File: src/logic/sip_pkg.sv
package sip_pkg;
    // Timing
    localparam int CLK_PERIOD_NS = 4;
    localparam int PULSE_SHORT_NS = 25000;
    localparam int PULSE_LONG_NS = 100000;
    localparam int PULSE_GAP_NS = 1000;
    localparam int PULSE_SHORT_CYC = (PULSE_SHORT_NS + CLK_PERIOD_NS - 1) / CLK_PERIOD_NS;
    localparam int PULSE_LONG_CYC = (PULSE_LONG_NS + CLK_PERIOD_NS - 1) / CLK_PERIOD_NS;
    localparam int PULSE_GAP_CYC = (PULSE_GAP_NS + CLK_PERIOD_NS - 1) / CLK_PERIOD_NS;
    localparam int CNT_W = 16;

    // Event vector layout
    localparam int RAIL_N = 5;
    localparam int IO_N = 6;
    localparam int EV_LIM_BASE = 0;
    localparam int EV_OV_BASE = 5;
    localparam int EV_UV_BASE = 10;
    localparam int EV_TSD_CCA = 15;
    localparam int EV_TSD_AUX = 16;
    localparam int EV_TSD_CAN = 17;
    localparam int EV_LTO_CCA = 18;
    localparam int EV_LTO_AUX = 19;
    localparam int EV_RUN_MODE = 20;
    localparam int EV_PRE_ACT = 21;
    localparam int EV_CORE_ACT = 22;
    localparam int EV_IO_BASE = 23;
    localparam int EV_WU_BASE = 29;
    localparam int EV_BUS_WU = 35;
    localparam int EV_TXD_DOM = 36;
    localparam int EV_RXD_REC = 37;
    localparam int EV_BUS_DOM = 38;
    localparam int EV_XCV_OT = 39;
    localparam int PIN_EVT_W = 40;
    localparam int EV_INT_REQ = 40;
    localparam int EV_SEC = 41;
    localparam int EV_CLK_CNT = 42;
    localparam int EV_ACCESS = 43;
    localparam int EV_PARITY = 44;
    localparam int EVT_W = 45;

    // Serial frame layout
    localparam logic [4:0] FRAME_BITS = 5'h10;
    localparam logic [4:0] BITCNT_MAX = 5'h1F;
    localparam int FRM_RW_BIT = 15;
    localparam int FRM_ADDR_LSB = 10;
    localparam int FRM_DATA_LSB = 2;
    localparam int FRM_SEC_BIT = 1;
    localparam int ADDR_W = 5;
    localparam int CHUNK_W = 8;
    localparam int CHUNK_N = 6;

    // Register addresses
    localparam logic [4:0] ADDR_CFG = 5'h01;
    localparam logic [4:0] ADDR_MASK_BASE = 5'h08;
    localparam logic [4:0] ADDR_FLAG_BASE = 5'h10;
    localparam logic [4:0] ADDR_REQ = 5'h18;
    localparam logic [4:0] ADDR_CHUNKS = 5'h06;

    // Configuration fields and reset values
    localparam int CFG_LONG_BIT = 0;
    localparam int CFG_REPEAT_BIT = 1;
    localparam logic [1:0] CFG_RST = 2'h0;
    localparam logic [44:0] MASK_RST = 45'h0;
    localparam logic [44:0] FLAG_RST = 45'h0;
    localparam logic [15:0] SHIFT_RST = 16'h0;
endpackage

File: src/logic/sip_pulse_if.sv
`timescale 1ns/10ps
interface sip_pulse_if;
    logic fire;
    logic long_sel;
    logic busy;
    modport src (output fire, output long_sel, input busy);
    modport gen (input fire, input long_sel, output busy);
endinterface

File: src/logic/sip_pulse_gen.sv
`timescale 1ns/10ps
module sip_pulse_gen #(
    parameter int SHORT_CYC = 1,
    parameter int LONG_CYC = 1,
    parameter int GAP_CYC = 1
) (
    // Clock and reset
    input wire logic clk_sys,
    input wire logic srst,
    // Request side
    sip_pulse_if.gen pls,
    // Pin
    output logic irq_pulse_n
);
    typedef enum logic [1:0] {SIP_IDLE, SIP_LOW, SIP_GAP} sip_pulse_state_e;

    sip_pulse_state_e state_q, state_d;
    logic [sip_pkg::CNT_W-1:0] cnt_q, cnt_d;
    logic [sip_pkg::CNT_W-1:0] width_q, width_d;
    logic pend_q, pend_d;
    logic irq_d;
    logic [sip_pkg::CNT_W-1:0] low_run_q;

    always_comb
    begin
        state_d = state_q;
        cnt_d = cnt_q;
        width_d = width_q;
        pend_d = pend_q;
        unique case (state_q)
            SIP_IDLE:
            begin
                if (pls.fire || pend_q)
                begin
                    // Width chosen at start of each pulse from the init setting
                    width_d = pls.long_sel ? sip_pkg::CNT_W'(LONG_CYC)
                                           : sip_pkg::CNT_W'(SHORT_CYC);
                    cnt_d = width_d - 1'b1;
                    state_d = SIP_LOW;
                    pend_d = 1'b0;
                end
            end
            SIP_LOW:
            begin
                pend_d = pend_q | pls.fire;
                if (cnt_q == '0)
                begin
                    state_d = SIP_GAP;
                    cnt_d = sip_pkg::CNT_W'(GAP_CYC - 1);
                end
                else
                begin
                    cnt_d = cnt_q - 1'b1;
                end
            end
            SIP_GAP:
            begin
                pend_d = pend_q | pls.fire;
                if (cnt_q == '0)
                begin
                    state_d = SIP_IDLE;
                end
                else
                begin
                    cnt_d = cnt_q - 1'b1;
                end
            end
        endcase
        irq_d = (state_d != SIP_LOW);
    end

    always_ff @(posedge clk_sys)
    begin
        if (srst)
        begin
            state_q <= SIP_IDLE;
            cnt_q <= '0;
            width_q <= sip_pkg::CNT_W'(SHORT_CYC);
            pend_q <= 1'b0;
            irq_pulse_n <= 1'b1;
        end
        else
        begin
            state_q <= state_d;
            cnt_q <= cnt_d;
            width_q <= width_d;
            pend_q <= pend_d;
            irq_pulse_n <= irq_d;
        end
    end

    assign pls.busy = (state_q != SIP_IDLE);

    // Length of the current low phase, for checking only
    always_ff @(posedge clk_sys)
    begin
        if (srst || irq_pulse_n)
        begin
            low_run_q <= '0;
        end
        else
        begin
            low_run_q <= low_run_q + 1'b1;
        end
    end

    property p_pulse_width;
        @(posedge clk_sys) disable iff (srst)
        $rose(irq_pulse_n) |-> $past(low_run_q) == width_q - 1'b1;
    endproperty
    a_pulse_width: assert property (p_pulse_width)
        else $error("interrupt pulse width differs from setting");

    property p_fire_starts;
        @(posedge clk_sys) disable iff (srst)
        (pls.fire && state_q == SIP_IDLE) |=> !irq_pulse_n;
    endproperty
    a_fire_starts: assert property (p_fire_starts)
        else $error("request did not pull interrupt low");

    property p_release_gap;
        @(posedge clk_sys) disable iff (srst)
        $rose(irq_pulse_n) |-> irq_pulse_n[*2];
    endproperty
    a_release_gap: assert property (p_release_gap)
        else $error("interrupt not released high between pulses");

    property p_pending_kept;
        @(posedge clk_sys) disable iff (srst)
        (pls.fire && pls.busy) |=> pend_q;
    endproperty
    a_pending_kept: assert property (p_pending_kept)
        else $error("request during pulse was lost");
endmodule

File: src/logic/sip_sync_edge.sv
`timescale 1ns/10ps
module sip_sync_edge #(
    parameter int W = 1
) (
    // Clock and reset
    input wire logic clk_sys,
    input wire logic srst,
    // Pins and results
    input wire logic [W-1:0] pin_in,
    output logic [W-1:0] lvl,
    output logic [W-1:0] rise,
    output logic [W-1:0] fall
);
    logic [W-1:0] s1_q;
    logic [W-1:0] s2_q;
    logic [W-1:0] s3_q;

    always_ff @(posedge clk_sys)
    begin
        if (srst)
        begin
            s1_q <= '0;
            s2_q <= '0;
            s3_q <= '0;
        end
        else
        begin
            s1_q <= pin_in;
            s2_q <= s1_q;
            s3_q <= s2_q;
        end
    end

    assign lvl = s2_q;
    assign rise = s2_q & ~s3_q;
    assign fall = ~s2_q & s3_q;
endmodule

File: src/logic/sip_top.sv
`timescale 1ns/10ps
// Overview of operation
// Any unmasked event pulls the interrupt pin low for one pulse, then high.
// Host sets pulse behaviour and width in init; every later pulse uses them.
// Per-source mask bits stop chosen sources from producing pulses; a host request still pulses with its mask bit set.
// Thermal shutdown, current limit, over and undervoltage of the rails raise events.
// With external pass device, current-limit timeout raises an event.
// Converter run mode and both converter enable states are reported as events.
// Each of six I/O pins raises an event on every level change.
// Each of six I/O pins has its own wake-up event.
// A bus wake-up raises an event.
// Stuck transmit, stuck receive, stuck bus and transceiver overheat are distinct events.
// Bus supply thermal shutdown raises an event; supply restarts once cooled.
// Host request over the serial link produces one interrupt pulse.
// In main state, a frame without exactly 16 clocks is an error.
// Malformed access, unknown address or init-only write in normal mode is an error.
// In main state, a frame parity mismatch is an error.
// Each frame's secured check bit is verified; failure is an error. The code checks it only in frames with 16 clocks and correct parity.
// Events stay flagged until the host reads them; none lost during a pulse.
module sip_top #(
    parameter int PULSE_SHORT_CYC = sip_pkg::PULSE_SHORT_CYC,
    parameter int PULSE_LONG_CYC = sip_pkg::PULSE_LONG_CYC
) (
    // Clock and reset
    input wire logic clk_sys,
    input wire logic srst,
    // Device state
    input wire logic init_phase,
    input wire logic main_active,
    input wire logic ext_pass_fitted,
    // Serial link pins
    input wire logic serial_select_n,
    input wire logic serial_clk,
    input wire logic serial_mosi,
    // Supply monitors
    input wire logic [4:0] rail_current_limit,
    input wire logic [4:0] rail_overvoltage,
    input wire logic [4:0] rail_undervoltage,
    input wire logic analog_reg_thermal_shutdown,
    input wire logic aux_reg_thermal_shutdown,
    input wire logic bus_supply_thermal_shutdown,
    input wire logic analog_limit_timeout,
    input wire logic aux_limit_timeout,
    input wire logic converter_run_mode,
    input wire logic prereg_active,
    input wire logic core_conv_active,
    // I/O pins and transceiver
    input wire logic [5:0] io_level,
    input wire logic [5:0] pin_wakeup_event,
    input wire logic bus_wakeup_event,
    input wire logic txd_stuck_dominant,
    input wire logic rxd_stuck_recessive,
    input wire logic bus_stuck_dominant,
    input wire logic transceiver_overtemp,
    // Outputs
    output logic irq_pulse_n,
    output logic [44:0] event_flags,
    output logic bus_supply_enable,
    output logic cfg_long_pulse,
    output logic cfg_repeat
);
    logic [sip_pkg::PIN_EVT_W-1:0] raw_pins, pin_lvl, pin_rise, pin_fall, pin_evt;
    logic [2:0] ser_lvl, ser_rise, ser_fall;
    logic [sip_pkg::EVT_W-1:0] evt_set, flag_q, flag_d, mask_q, mask_d, clr_vec, wsel_vec;
    logic [sip_pkg::EVT_W-1:0] wdat_vec;
    logic [15:0] shift_q, shift_d;
    logic [4:0] bitcnt_q, bitcnt_d;
    logic [1:0] cfg_q, cfg_d;
    logic supply_en_q, supply_en_d;
    logic frame_end, cnt_ok, par_ok, sec_ok, good;
    logic rw;
    logic [sip_pkg::ADDR_W-1:0] addr, mask_off, flag_off;
    logic [sip_pkg::CHUNK_W-1:0] wdata;
    logic is_cfg, is_mask, is_flag, is_req, acc_err, wr_init;
    logic req_evt, sec_evt, clk_evt, par_evt;

    sip_pulse_if pls ();

    assign raw_pins = {transceiver_overtemp, bus_stuck_dominant, rxd_stuck_recessive,
                       txd_stuck_dominant, bus_wakeup_event, pin_wakeup_event, io_level,
                       core_conv_active, prereg_active, converter_run_mode,
                       aux_limit_timeout, analog_limit_timeout,
                       bus_supply_thermal_shutdown, aux_reg_thermal_shutdown,
                       analog_reg_thermal_shutdown, rail_undervoltage, rail_overvoltage,
                       rail_current_limit};

    sip_sync_edge #(.W(sip_pkg::PIN_EVT_W)) u_pin_sync (
        .clk_sys(clk_sys),
        .srst(srst),
        .pin_in(raw_pins),
        .lvl(pin_lvl),
        .rise(pin_rise),
        .fall(pin_fall)
    );

    sip_sync_edge #(.W(3)) u_ser_sync (
        .clk_sys(clk_sys),
        .srst(srst),
        .pin_in({serial_mosi, serial_clk, serial_select_n}),
        .lvl(ser_lvl),
        .rise(ser_rise),
        .fall(ser_fall)
    );

    // Pin sourced events: status and I/O sources fire on both edges
    always_comb
    begin
        pin_evt = pin_rise;
        pin_evt[sip_pkg::EV_RUN_MODE +: 3] = pin_rise[sip_pkg::EV_RUN_MODE +: 3]
                                           | pin_fall[sip_pkg::EV_RUN_MODE +: 3];
        pin_evt[sip_pkg::EV_IO_BASE +: sip_pkg::IO_N] =
            pin_rise[sip_pkg::EV_IO_BASE +: sip_pkg::IO_N]
            | pin_fall[sip_pkg::EV_IO_BASE +: sip_pkg::IO_N];
        pin_evt[sip_pkg::EV_LTO_CCA] = pin_rise[sip_pkg::EV_LTO_CCA] & ext_pass_fitted;
        pin_evt[sip_pkg::EV_LTO_AUX] = pin_rise[sip_pkg::EV_LTO_AUX] & ext_pass_fitted;
    end

    // Frame decode at deselect
    assign frame_end = ser_rise[0];
    assign cnt_ok = (bitcnt_q == sip_pkg::FRAME_BITS);
    assign par_ok = ^shift_q; // odd parity over the whole frame
    assign sec_ok = shift_q[sip_pkg::FRM_SEC_BIT]
                    == ^shift_q[sip_pkg::FRM_ADDR_LSB +: sip_pkg::ADDR_W];
    assign good = frame_end && cnt_ok && par_ok && sec_ok;
    assign rw = shift_q[sip_pkg::FRM_RW_BIT];
    assign addr = shift_q[sip_pkg::FRM_ADDR_LSB +: sip_pkg::ADDR_W];
    assign wdata = shift_q[sip_pkg::FRM_DATA_LSB +: sip_pkg::CHUNK_W];
    assign mask_off = addr - sip_pkg::ADDR_MASK_BASE;
    assign flag_off = addr - sip_pkg::ADDR_FLAG_BASE;
    assign is_cfg = (addr == sip_pkg::ADDR_CFG);
    assign is_mask = (addr >= sip_pkg::ADDR_MASK_BASE) && (mask_off < sip_pkg::ADDR_CHUNKS);
    assign is_flag = (addr >= sip_pkg::ADDR_FLAG_BASE) && (flag_off < sip_pkg::ADDR_CHUNKS);
    assign is_req = (addr == sip_pkg::ADDR_REQ);
    assign wr_init = rw && (is_cfg || is_mask) && !init_phase;
    assign acc_err = !(is_cfg || is_mask || is_flag || is_req)
                     || (rw && is_flag) || (!rw && is_req) || wr_init;

    assign clk_evt = frame_end && main_active && !cnt_ok;
    assign par_evt = frame_end && main_active && cnt_ok && !par_ok;
    assign sec_evt = frame_end && cnt_ok && par_ok && !sec_ok;
    assign req_evt = good && !acc_err && rw && is_req && wdata[0];

    assign evt_set = {par_evt, good && acc_err, clk_evt, sec_evt, req_evt, pin_evt};

    // Per-bit clear and write selects
    genvar k;
    generate
        for (k = 0; k < sip_pkg::EVT_W; k++)
        begin : g_bit
            assign clr_vec[k] = good && !acc_err && !rw && is_flag
                                && (flag_off == sip_pkg::ADDR_W'(k / sip_pkg::CHUNK_W));
            assign wsel_vec[k] = good && !acc_err && rw && is_mask
                                 && (mask_off == sip_pkg::ADDR_W'(k / sip_pkg::CHUNK_W));
            assign wdat_vec[k] = wdata[k % sip_pkg::CHUNK_W];
        end
    endgenerate

    // Serial capture, flags, masks, configuration
    always_comb
    begin
        shift_d = shift_q;
        bitcnt_d = bitcnt_q;
        if (ser_fall[0])
        begin
            bitcnt_d = '0;
        end
        else if (!ser_lvl[0] && ser_rise[1])
        begin
            shift_d = {shift_q[14:0], ser_lvl[2]};
            if (bitcnt_q != sip_pkg::BITCNT_MAX)
            begin
                bitcnt_d = bitcnt_q + 1'b1;
            end
        end
        flag_d = (flag_q & ~clr_vec) | evt_set;
        mask_d = (mask_q & ~wsel_vec) | (wdat_vec & wsel_vec);
        cfg_d = cfg_q;
        if (good && !acc_err && rw && is_cfg)
        begin
            cfg_d = wdata[1:0];
        end
        supply_en_d = !pin_lvl[sip_pkg::EV_TSD_CAN];
    end

    always_ff @(posedge clk_sys)
    begin
        if (srst)
        begin
            shift_q <= sip_pkg::SHIFT_RST;
            bitcnt_q <= '0;
            flag_q <= sip_pkg::FLAG_RST;
            mask_q <= sip_pkg::MASK_RST;
            cfg_q <= sip_pkg::CFG_RST;
            supply_en_q <= 1'b1;
        end
        else
        begin
            shift_q <= shift_d;
            bitcnt_q <= bitcnt_d;
            flag_q <= flag_d;
            mask_q <= mask_d;
            cfg_q <= cfg_d;
            supply_en_q <= supply_en_d;
        end
    end

    // Pulse requests
    assign pls.fire = (|(evt_set & ~mask_q)) || req_evt
                      || (cfg_q[sip_pkg::CFG_REPEAT_BIT] && |(flag_q & ~mask_q)
                          && !pls.busy);
    assign pls.long_sel = cfg_q[sip_pkg::CFG_LONG_BIT];

    sip_pulse_gen #(
        .SHORT_CYC(PULSE_SHORT_CYC),
        .LONG_CYC(PULSE_LONG_CYC),
        .GAP_CYC(sip_pkg::PULSE_GAP_CYC)
    ) u_pulse (
        .clk_sys(clk_sys),
        .srst(srst),
        .pls(pls),
        .irq_pulse_n(irq_pulse_n)
    );

    assign event_flags = flag_q;
    assign bus_supply_enable = supply_en_q;
    assign cfg_long_pulse = cfg_q[sip_pkg::CFG_LONG_BIT];
    assign cfg_repeat = cfg_q[sip_pkg::CFG_REPEAT_BIT];

    property p_masked_silent;
        @(posedge clk_sys) disable iff (srst)
        (!(|(evt_set & ~mask_q)) && !req_evt && !cfg_q[sip_pkg::CFG_REPEAT_BIT])
            |-> !pls.fire;
    endproperty
    a_masked_silent: assert property (p_masked_silent)
        else $error("masked event produced a pulse request");

    property p_flag_held;
        @(posedge clk_sys) disable iff (srst)
        (|evt_set) |=> ((flag_q & $past(evt_set)) == $past(evt_set));
    endproperty
    a_flag_held: assert property (p_flag_held)
        else $error("event flag not latched");

    property p_clk_count;
        @(posedge clk_sys) disable iff (srst)
        (frame_end && main_active && bitcnt_q != sip_pkg::FRAME_BITS)
            |=> flag_q[sip_pkg::EV_CLK_CNT];
    endproperty
    a_clk_count: assert property (p_clk_count)
        else $error("wrong clock count not flagged");

    property p_parity;
        @(posedge clk_sys) disable iff (srst)
        (frame_end && main_active && cnt_ok && !(^shift_q)) |=> flag_q[sip_pkg::EV_PARITY];
    endproperty
    a_parity: assert property (p_parity)
        else $error("parity error not flagged");

    property p_init_lock;
        @(posedge clk_sys) disable iff (srst)
        (good && rw && is_cfg && !init_phase)
            |=> $stable(cfg_q) && flag_q[sip_pkg::EV_ACCESS];
    endproperty
    a_init_lock: assert property (p_init_lock)
        else $error("init-only write accepted in normal mode");

    property p_secure;
        @(posedge clk_sys) disable iff (srst)
        (frame_end && cnt_ok && par_ok && !sec_ok) |=> flag_q[sip_pkg::EV_SEC] ##1 $stable(mask_q);
    endproperty
    a_secure: assert property (p_secure)
        else $error("secured check failure not flagged");

    property p_io_change;
        @(posedge clk_sys) disable iff (srst)
        $changed(pin_lvl[sip_pkg::EV_IO_BASE +: sip_pkg::IO_N]) |=> flag_q[sip_pkg::EV_IO_BASE +:
            sip_pkg::IO_N] != '0;
    endproperty
    a_io_change: assert property (p_io_change)
        else $error("I/O level change not flagged");

    property p_request_pulse;
        @(posedge clk_sys) disable iff (srst)
        (req_evt && !pls.busy) |-> pls.fire ##1 !irq_pulse_n;
    endproperty
    a_request_pulse: assert property (p_request_pulse)
        else $error("host request did not start a pulse");

    property p_pass_gate;
        @(posedge clk_sys) disable iff (srst)
        (pin_rise[sip_pkg::EV_LTO_CCA] && !ext_pass_fitted && !flag_q[sip_pkg::EV_LTO_CCA])
            |=> !flag_q[sip_pkg::EV_LTO_CCA];
    endproperty
    a_pass_gate: assert property (p_pass_gate)
        else $error("limit timeout flagged without external pass device");

    property p_supply_off;
        @(posedge clk_sys) disable iff (srst)
        pin_lvl[sip_pkg::EV_TSD_CAN] |=> !bus_supply_enable;
    endproperty
    a_supply_off: assert property (p_supply_off)
        else $error("bus supply not switched off on thermal shutdown");
endmodule
File: config.mk
export PLATFORM = sky130hd
export DESIGN_NAME = sip_top
export DESIGN_NICKNAME = d
export VERILOG_FILES = /design/src/logic/sip_pkg.sv /design/src/logic/sip_pulse_if.sv /design/src/logic/sip_pulse_gen.sv /design/src/logic/sip_sync_edge.sv /design/src/logic/sip_top.sv
export SDC_FILE = /design/constraint.sdc
export NUM_CORES = 1
export LEC_CHECK = 0
export BUFFER_PORTS_ARGS = -buffer_cell sky130_fd_sc_hd__buf_2
export CAP_MARGIN = 30
export CORE_MARGIN = 1.5
export CORE_UTILIZATION = 41
export CTS_CLUSTER_DIAMETER = 200
export DETAILED_ROUTE_END_ITERATION = 8
export PLACE_DENSITY_LB_ADDON = 0.15
export SYNTH_ARGS = -nofsm -noshare
export SYNTH_HDL_FRONTEND = slang
export SYNTH_SLANG_ARGS = --single-unit
File: constraint.sdc
create_clock -name clk_sys -period 3.5 [get_ports clk_sys]
set_input_delay 1.05 -clock clk_sys [delete_from_list [all_inputs] [get_ports clk_sys]]
set_output_delay 1.05 -clock clk_sys [all_outputs]
set_load 0.1 [all_outputs]
==> results.py, run 1 <==
metrics = {
    "global_routing": {
        "grt_use_total": 0.1988,
        "grt_max_degree": 103,
        "grt_overflow": 0,
        "grt.busiest_layer": "met2",
        "grt_pass1_vias": 7142,
        "grt_util_met1": 0.2810,
        "grt_pass1_wl_mm": 40.04,
        "global_route.usage.met3": 0.03074,
        "antenna_found_initial": 0,
        "global_route.usage.met2": 0.3162,
    },
    "worst_setup_path": {
        "r2r_start": "shift_q[13]",
        "critPathMaxStageDelay_ps": 440,
        "cp_data_required_time_ps": 3920,
        "worstPathCellList": "inv_1, ha_1, and3b_1, a221oi_1, mux2_2, or3_1, a21boi_2, nor3_1, a221oi_1, or3b_1",
        "r2r_cells": 10,
        "r2r_setup_slack_ps": 310,
        "cp-end-kind": "flip-flop",
        "critPathBufInv": 1,
        "cp_data_arrival_time_ps": 3610,
        "worst_r2r_endpoint": "u_pulse.irq_pulse_n",
        "startpoint_type": "flip-flop",
        "worstPathMaxFanout": 7,
        "crit_type": "flip-flop to flip-flop",
        "slowest_stage": "mux2_2",
        "worst_path_most_repeated_cell": "a221oi_1",
        "critical-path-top-delay-family": "simple AND/OR/NAND/NOR gates",
    },
    "cts": {
        "cts_root_buffer": "clkbuf_16",
        "clkTransAtPathRegs_ps": 60,
        "cts_hold_buf": 0,
        "cts_inserted_buffers": 28,
        "post_cts.repair.setup_buffers": 0,
        "cts_resized": 0,
        "worstSkewPairLatency_ps": 550,
        "clock_sinks": 262,
        "cts_tree": "yes",
        "cts_max_level": 1,
        "clockBufferDepth": 3,
    },
    "pwr": {
        "peakVddDrop_uv": 364.4,
        "powerDensity_nw_per_um2": 577.5,
        "total_power_mw": 6.868,
        "leakagePower_nw": 4.927,
    },
    "logic_synthesis": {
        "synth_ff_type": "dfxtp_1",
        "synthSimpleGateAreaFrac": 0.2247,
        "netlist_area_sq_um": 10000,
        "avgSynthCellArea_sq_um": 9.655,
        "yosysWarnings": 0,
        "synthMuxAreaShare": 0.03315,
        "synth_compound_area_frac": 0.1220,
        "synth_top_family_by_area": "simple AND/OR/NAND/NOR gates",
        "synth.most_common_cell": "dfxtp_1",
        "netlist_instances": 1036,
        "synth.area.top_cells": "dfxtp_1 52%, nor2b_1 9.4%, nand2_1 3.2%, mux2i_1 3.2%, a22o_1 2.8%",
        "synth_xor_area_frac": 0.02389,
        "synth_top_area_share": 0.5244,
        "synth_seq_area_share": 0.5244,
        "yosysTopAreaCell": "dfxtp_1",
        "async_flop_share": 0,
        "synthAdderAreaFrac": 0.02377,
        "synth_seq_cells": 262,
        "synthTopCellsByCount": "262 x dfxtp_1, 150 x nor2b_1, 86 x nand2_1, 73 x inv_1, 57 x nor2_1",
        "syn-num-nets": 1103,
        "yosysUniqueCellTypes": 68,
        "synth-edff-count": 0,
    },
    "detailed_routing": {
        "vias": 7356,
        "via_per_inst": 4.964,
        "drtPass1Iterations": 5,
        "wire_per_inst_um": 17.01,
        "ant_nets": 0,
        "wl_mm": 25.21,
        "drcViolationCount": 0,
        "drt_iter0_markers": 459,
    },
    "timing": {
        "holdWs_ps": 431.2,
        "setup_viol": 0,
        "hold_violations": 0,
        "tns_ps": 0,
        "slew_viol_final": 0,
        "clock_skew_ps": 19.44,
        "fmax_mhz": 313.2,
        "slew_headroom": 0.5040,
        "fin_crit_ps": 3193,
        "min_period_over_period": 0.9122,
        "rsz0062_at_grt": "false",
        "tightest_slew_ps": 725.2,
    },
    "job": {
        "maxCapViolCount": 0,
    },
    "worst_hold_path": {
        "hold_path_end": "u_pin_sync.lvl[11]",
        "min_from": "u_pin_sync.s1_q[11]",
        "holdPathStages": 1,
        "hp-class": "flip-flop to flip-flop",
    },
    "placed_design": {
        "io_buffers": 96,
        "dpl_cell_area_sq_um": 10930,
        "place_congestion": 0.8074,
        "dp.final_hpwl_mm": 17.83,
    },
    "cells_and_area": {
        "drive_gt1_frac": 0.1582,
        "final_cell_area_sq_um": 11890,
        "diodes": 0,
        "syn_to_final_growth_pct": 18.91,
        "final_nets": 1210,
        "fillCellCount": 2331,
    },
    "floorplan": {
        "fp.dieW_um": 159.2,
        "dieArea_sq_um": 25340,
        "rows": 56,
        "core_area_sq_um": 23680,
        "start_util": 0.4223,
        "die_height_um": 159.2,
        "boundaryPins": 97,
    },
    "status": {
        "outcome": "completed",
    },
}
-- cell families after synthesis --
logic type	after synthesis
AND/OR/NAND/NOR	406
XOR/XNOR	24
adder cells (fa/ha/maj)	19
flip-flops	262
AO/OA/AOI/OAI	170
multiplexers	33
buffers and inverters	122
-- how the worst max path moves through the flow --
stage                     start             endpoint  slack, ps  depth (start not counted)
finish              shift_q[13]  u_pulse.irq_pulse_n        310                         10
global route        shift_q[13]  u_pulse.irq_pulse_n         70                         10
CTS                 shift_q[13]  u_pulse.irq_pulse_n        330                         10
detailed placement  shift_q[13]  u_pulse.irq_pulse_n        360                         10
global placement    main_active    u_pulse.cnt_q[10]        420                          9
floorplan           shift_q[11]  u_pulse.irq_pulse_n        380                         11
-- area by class of cell --
| class | count | area, sq um | share of cell area |
|---|---|---|---|
| flip-flops and latches | 262 | 5245 | 0.4410 |
| multi-input cells | 652 | 4275 | 0.3595 |
| clock buffers | 39 | 772.0 | 0.06491 |
| repair buffers | 125 | 733.2 | 0.06165 |
| well taps | 319 | 399.1 | 0.03356 |
| inverters | 74 | 277.8 | 0.02335 |
| clock inverters | 11 | 191.4 | 0.01610 |
-- per-layer routing --
layer,share of wire,wire length [um]
met5,0,0
met4,0.021,518
met2,0.45,11400
met1,0.49,12270
met3,0.040,1016
-- cells in the final DEF, fill, tap and decap left out, drive strengths merged, types with 7 or more instances in the layout --
| cell | count |
|---|---|
| nor4 | 12 |
| ha | 19 |
| a22o | 32 |
| o21ai | 15 |
| inv | 73 |
| clkinv | 7 |
| xnor2 | 20 |
| nand3 | 22 |
| buf | 125 |
| o22ai | 15 |
| nor3 | 8 |
| o2bb2ai | 10 |
| dfxtp | 262 |
| a21oi | 49 |
| a2111oi | 8 |
| nor3b | 29 |
| nor2b | 150 |
| nand2 | 86 |
| nor2 | 57 |
| mux2i | 32 |
| clkbuf | 39 |
-- per-stage QoR --
| stage | setup slack (ps) | cells | util |
|---|---|---|---|
| 2_1_floorplan | 377.7 | 1036 | - |
| 3_3_place_gp | 417.9 | 1431 | 0.4611 |
| 3_5_place_dp | 358.0 | 1432 | 0.4615 |
| 4_1_cts | 330.3 | 1482 | 0.5022 |
| 5_1_grt | 65.06 | 1482 | 0.5022 |
| 6_report | 307.2 | 1482 | 0.5022 |
-- report_power, final --
part	internal (mW)	leakage [nW]	switching [mW]	total [mW]
sequential	3.09	2.14	0.0663	3.15
clock	1.90	0.473	1.19	3.09
combinational	0.180	2.31	0.445	0.625
No activity file was read; power rests on OpenSTA's default activity.
==> inputs of run 2 (changes only) <==
Clock period 3.5 ns to 2.9 ns, I/O delays scaled along.
==> run 2 against run 1 <==
  * Global-route usage hardly changed
  * Critical path type unchanged
  * Die area did not move
  * Register-to-register slack lost 280 ps
  * First-iteration DRC count rose by 14%
  * Via count rose by 3.7%
  * Critical endpoint is now u_pulse.cnt_q[12]
  * Fmax is 11% higher
==> results.py, run 2 (synthesis gave the netlist of run 1 again) <==
metrics = {
    "status": {
        "outcome": "completed",
    },
    "timing": {
        "slew_viol_final": 0,
        "slew_headroom": 0.5243,
        "fmax_mhz": 347.7,
        "rsz0062_at_grt": "true",
        "hold_violations": 0,
        "setup_viol": 0,
        "clock_skew_ps": 15.58,
        "tightest_slew_ps": 706.0,
        "finalWorstSetupSlack_ps": 23.72,
        "fin_crit_ps": 2876,
        "min_period_over_period": 0.9918,
    },
    "detailed_routing": {
        "drt_iter0_markers": 521,
        "wire_per_inst_um": 16.90,
        "drtPass1Iterations": 5,
        "ant_nets": 0,
        "drcViolationCount": 0,
        "vias": 7627,
        "via_per_inst": 5.001,
        "wl_mm": 25.77,
    },
    "placed_design": {
        "dpl_cell_area_sq_um": 11210,
        "io_buffers": 96,
        "place_ws_ps": -160.5,
        "place_congestion": 0.8514,
        "dp.final_hpwl_mm": 18.09,
    },
    "cells_and_area": {
        "final_cell_mix": "255 x dfxtp_1, 149 x nor2b_1, 95 x buf_2",
        "fillCellCount": 2211,
        "drive_gt1_frac": 0.2297,
        "final_cell_area_sq_um": 12500,
        "utilization": 0.5278,
        "mostFrequentLayoutCell": "dfxtp_1",
        "final_nets": 1256,
        "diodes": 0,
        "syn_to_final_growth_pct": 24.97,
    },
    "worst_setup_path": {
        "cp-startpoint": "shift_q[13]",
        "r2r_start": "shift_q[13]",
        "cp_data_arrival_time_ps": 3280,
        "cp-end-kind": "flip-flop",
        "r2r_cells": 11,
        "cp_data_required_time_ps": 3300,
        "worst_r2r_endpoint": "u_pulse.cnt_q[12]",
        "worstPathMaxFanout": 6,
        "startpoint_type": "flip-flop",
        "r2r_setup_slack_ps": 20,
        "crit_type": "flip-flop to flip-flop",
    },
    "floorplan": {
        "core_area_sq_um": 23680,
        "rows": 56,
        "boundaryPins": 97,
        "die_height_um": 159.2,
        "start_util": 0.4223,
        "fp.dieW_um": 159.2,
        "dieArea_sq_um": 25340,
    },
    "global_routing": {
        "grt_overflow": 0,
        "grt_pass1_vias": 7290,
        "grt_use_total": 0.1983,
        "grt_max_degree": 99,
        "grt_pass1_wl_mm": 40.22,
        "antenna_found_initial": 0,
    },
    "cts": {
        "cts_hold_buf": 0,
        "cts_tree": "yes",
        "cts_max_level": 1,
        "clock_sinks": 262,
        "cts_root_buffer": "clkbuf_16",
        "cts_inserted_buffers": 28,
        "worstSkewPairLatency_ps": 540,
        "clockBufferDepth": 3,
        "clkTransAtPathRegs_ps": 60,
    },
    "pwr": {
        "clkPwrFrac": 0.431,
        "p_int_mw": 6.048,
        "total_power_mw": 8.106,
        "p_comb_frac": 0.101,
        "seq_power_share": 0.468,
        "powerDensity_nw_per_um2": 648.5,
        "leakagePower_nw": 5.206,
        "swShare": 0.2538,
        "peakVddDrop_uv": 439.3,
        "power_switching_mw": 2.057,
    },
    "worst_hold_path": {
        "hp-class": "flip-flop to flip-flop",
        "holdPathStages": 1,
        "hold_path_end": "event_flags[17]",
        "min_from": "u_pin_sync.s3_q[17]",
    },
    "job": {
        "maxCapViolCount": 0,
    },
}
==> run 2: cell types whose count changed in the layout (fill, tap and decap cells not counted), sizes merged <==
cell	before	now
bufinv	5	2
clkbuf	39	38
clkinvlp	0	2
clkinv	7	8
buf	125	169
==> run 2: how the worst max path moves through the flow <==
stage          depth (start not counted)             endpoint
5_1_grt                               10     u_pulse.cnt_q[5]
2_1_floorplan                         11  u_pulse.irq_pulse_n
3_5_place_dp                          12    u_pulse.cnt_q[14]
4_1_cts                                9    u_pulse.cnt_q[14]
3_3_place_gp                           9    u_pulse.cnt_q[10]
6_report                              11    u_pulse.cnt_q[12]
==> run 2: area by class of cell <==
type | count | area, sq um | share of cell area
clock buffer | 36 | 780.7 | 0.06246
sequential | 262 | 5259 | 0.4207
inverter | 74 | 280.3 | 0.02242
timing repair buffer | 171 | 1130 | 0.09039
tap | 319 | 399.1 | 0.03193
clock inverter | 11 | 125.1 | 0.01001
multi-input combinational | 652 | 4526 | 0.3621
==> run 2: timing repair <==
item / CTS / global route
gates cloned: 0 / 3
pin swaps: 4 / 25
setup buffers: 0 / 8
setup endpoints to repair: 16 / 87
resized for setup: 11 / 53
==> run 2: power by group through the flow <==
stage,Combinational [mW],Clock (mW),Sequential (mW)
2_1_floorplan,0.306,0,4.12
3_3_place_gp,0.783,0,3.88
3_5_place_dp,0.788,0,3.88
4_1_cts,0.797,3.57,3.80
5_1_grt,0.872,3.72,3.81
6_report,0.817,3.49,3.80
==> run 2: through the flow <==
stage	hold WS, ps	std cells	setup TNS, ps
detailed placement	421.2	1467	-852.4
global placement	416.0	1467	-344.5
global route	451.3	1525	-636.8
CTS	433.2	1514	0
floorplan	392.6	1036	0
finish	430.0	1525	0
==> run 2: worst max-delay path: stages (launching register included) <==
cell	delay (ps)
dfxtp_4	380
inv_4	50
ha_4	150
and3b_2	230
a221oi_4	250
mux2_4	340
or3_4	380
a21boi_4	150
o31a_1	330
clkbuf_16	220
mux2i_1	170
o22ai_1	90
==> run 2: routing by layer <==
| layer | track usage | up-vias | part of all wire |
|---|---|---|---|
| met3 | 0.02865 | 49 | 0.054 |
| met4 | 0.06261 | 0 | 0.028 |
| met1 | 0.2807 | 3526 | 0.48 |
| met2 | 0.3112 | 223 | 0.44 |
| li1 | - | 3829 | - |
| met5 | 0 | - | 0 |
==> inputs of run 3 (changes only) <==
Settings changed: SYNTH_HIERARCHICAL set to 1.
==> run 3 against run 2 <==
  * Worst hold slack got worse by 41 ps
  * Final area rose by 2.6%
  * Count of clock-buffer cells in the layout is 2 higher
  * Sequential cell count unchanged
  * Combinational power up 16%
  * Non-clock buffer count fell by 13
  * Critical path type unchanged
  * Highest routed layer unchanged
==> results.py, run 3 <==
metrics = {
    "timing": {
        "slew_headroom": 0.5246,
        "min_period_over_period": 0.9822,
        "fmax_mhz": 351.1,
        "finalWorstSetupSlack_ps": 51.54,
        "slew_viol_final": 0,
        "rsz0062_at_grt": "true",
        "setup_viol": 0,
        "fin_crit_ps": 2848,
        "holdWs_ps": 389.0,
        "clock_skew_ps": 38.10,
        "hold_violations": 0,
        "tns_ps": 0,
        "tightest_slew_ps": 713.1,
    },
    "worst_setup_path": {
        "worstPathMaxFanout": 4,
        "crit_type": "flip-flop to flip-flop",
        "cp_data_required_time_ps": 3330,
        "worst_path_most_repeated_cell": "a311o_1",
        "startpoint_type": "flip-flop",
        "slowest_stage": "dfxtp_4",
        "worstPathCellList": "inv_6, ha_4, and3b_1, a311o_1, o2bb2a_4, a31oi_4, a2bb2oi_2, o211ai_1, nor3b_2, or2_1, a21o_1, nor4b_2, a311o_1",
        "critPathMaxStageDelay_ps": 390,
        "cp_data_arrival_time_ps": 3280,
        "cp-end-kind": "flip-flop",
    },
    "pwr": {
        "powerDensity_nw_per_um2": 660.4,
        "total_power_mw": 8.472,
        "peakVddDrop_uv": 508.3,
        "leakagePower_nw": 5.292,
    },
    "floorplan": {
        "rows": 57,
        "fp.dieW_um": 161.5,
        "die_height_um": 161.5,
        "dieArea_sq_um": 26090,
        "boundaryPins": 97,
        "core_area_sq_um": 24460,
        "start_util": 0.4213,
    },
    "cells_and_area": {
        "utilization": 0.5244,
        "final_cell_area_sq_um": 12830,
        "layout.cells.non_filler": 1542,
        "diodes": 0,
        "final_nets": 1263,
        "mostFrequentLayoutCell": "dfxtp_1",
        "drive_gt1_frac": 0.2463,
        "syn_to_final_growth_pct": 24.49,
        "final_cell_mix": "234 x dfxtp_1, 193 x nor2b_1, 108 x nand2_1",
    },
    "worst_hold_path": {
        "hp-class": "flip-flop to flip-flop",
    },
    "job": {
        "maxCapViolCount": 0,
    },
    "placed_design": {
        "place_ws_ps": -248.6,
        "dpl_cell_area_sq_um": 11490,
        "place_congestion": 0.8351,
        "dp_cells": 1487,
        "dp.final_hpwl_mm": 18.02,
        "io_buffers": 96,
    },
    "global_routing": {
        "grt_max_degree": 72,
        "grt_overflow": 0,
        "grt_pass1_wl_mm": 39.73,
        "grt_pass1_vias": 7288,
        "grt_use_total": 0.1929,
        "antenna_found_initial": 0,
    },
    "detailed_routing": {
        "vias": 7807,
        "drcViolationCount": 0,
        "drtPass1Iterations": 5,
        "ant_nets": 0,
        "wl_mm": 25.74,
        "via_per_inst": 5.063,
        "drt_iter0_markers": 505,
        "wire_per_inst_um": 16.69,
    },
    "logic_synthesis": {
        "netlist_instances": 1057,
        "netlist_area_sq_um": 10300,
        "yosysWarnings": 6,
        "avgSynthCellArea_sq_um": 9.749,
        "syn-num-nets": 1123,
    },
    "cts": {
        "cts_root_buffer": "clkbuf_16",
        "cts_max_level": 1,
        "cts_inserted_buffers": 28,
        "worstSkewPairLatency_ps": 570,
        "clockBufferDepth": 3,
        "clkTransAtPathRegs_ps": 60,
        "cts_tree": "yes",
        "clock_sinks": 262,
    },
    "status": {
        "outcome": "completed",
    },
}
## run 3: changes by cell type in the layout (fill, tap and decap cells not counted), sizes merged, moves of 8 or more
cell	before	now
a31oi	3	12
nor3	8	16
buf	169	158
inv	73	62
nand3	22	5
nand2b	3	18
nor2	57	35
nor2b	150	194
mux2i	32	50
nand2	86	109
nor3b	29	4
a21oi	49	32
## run 3: worst max-delay path, delay by kind of cell, from the launching register on
kind | cells | cell delay [ps]
AO/OA/AOI/OAI | 7 | 1500
adder cells (fa/ha/maj) | 1 | 150
buffers and inverters | 1 | 60
flip-flops | 1 | 390
AND/OR/NAND/NOR | 4 | 630
## run 3: power breakdown
group / switching, mW / leakage (nW) / total [mW] / internal (mW)
combinational: 0.654 / 2.66 / 0.951 / 0.298
sequential: 0.0858 / 2.16 / 3.82 / 3.73
clock: 1.48 / 0.481 / 3.70 / 2.22
total: 2.22 / 5.29 / 8.47 / 6.26
## run 3: timing repair
item                       CTS  global route
buffers inserted             1             5
hold buffers                 0             0
pin swaps                    5            34
cloned                       0             0
gates resized for setup     10            58
setup endpoints to repair   17            27
## run 3: area by class of cell
type,instances,area (sq um)
clock inverter,13,173.9
clock buffer,38,808.3
inverter,62,242.7
tap,324,405.4
fill,2286,11630
multi-input combinational,685,4937
timing repair buffer,158,970.9
sequential,262,5290
## run 3: per-layer routing
metal	wire [um]	part of all wire	track usage	vias to the layer above
met2	12010	0.47	0.3149	186
met1	11840	0.46	0.2603	3701
met5	0	0	0	-
met4	774	0.030	0.06608	0
li1	-	-	-	3871
met3	1117	0.043	0.02851	49
## run 3: worst paths after layout
path / slack, ps / start / depth (start not counted) / endpoint
setup / recovery: 50 / shift_q[13] / 13 / u_pulse/cnt_q[15]
hold / removal: 390 / u_pin_sync/lvl[17] / 1 / bus_supply_enable
hold reg to reg: 390 / u_pin_sync/lvl[17] / 1 / bus_supply_enable
setup reg to reg: 50 / shift_q[13] / 13 / u_pulse/cnt_q[15]
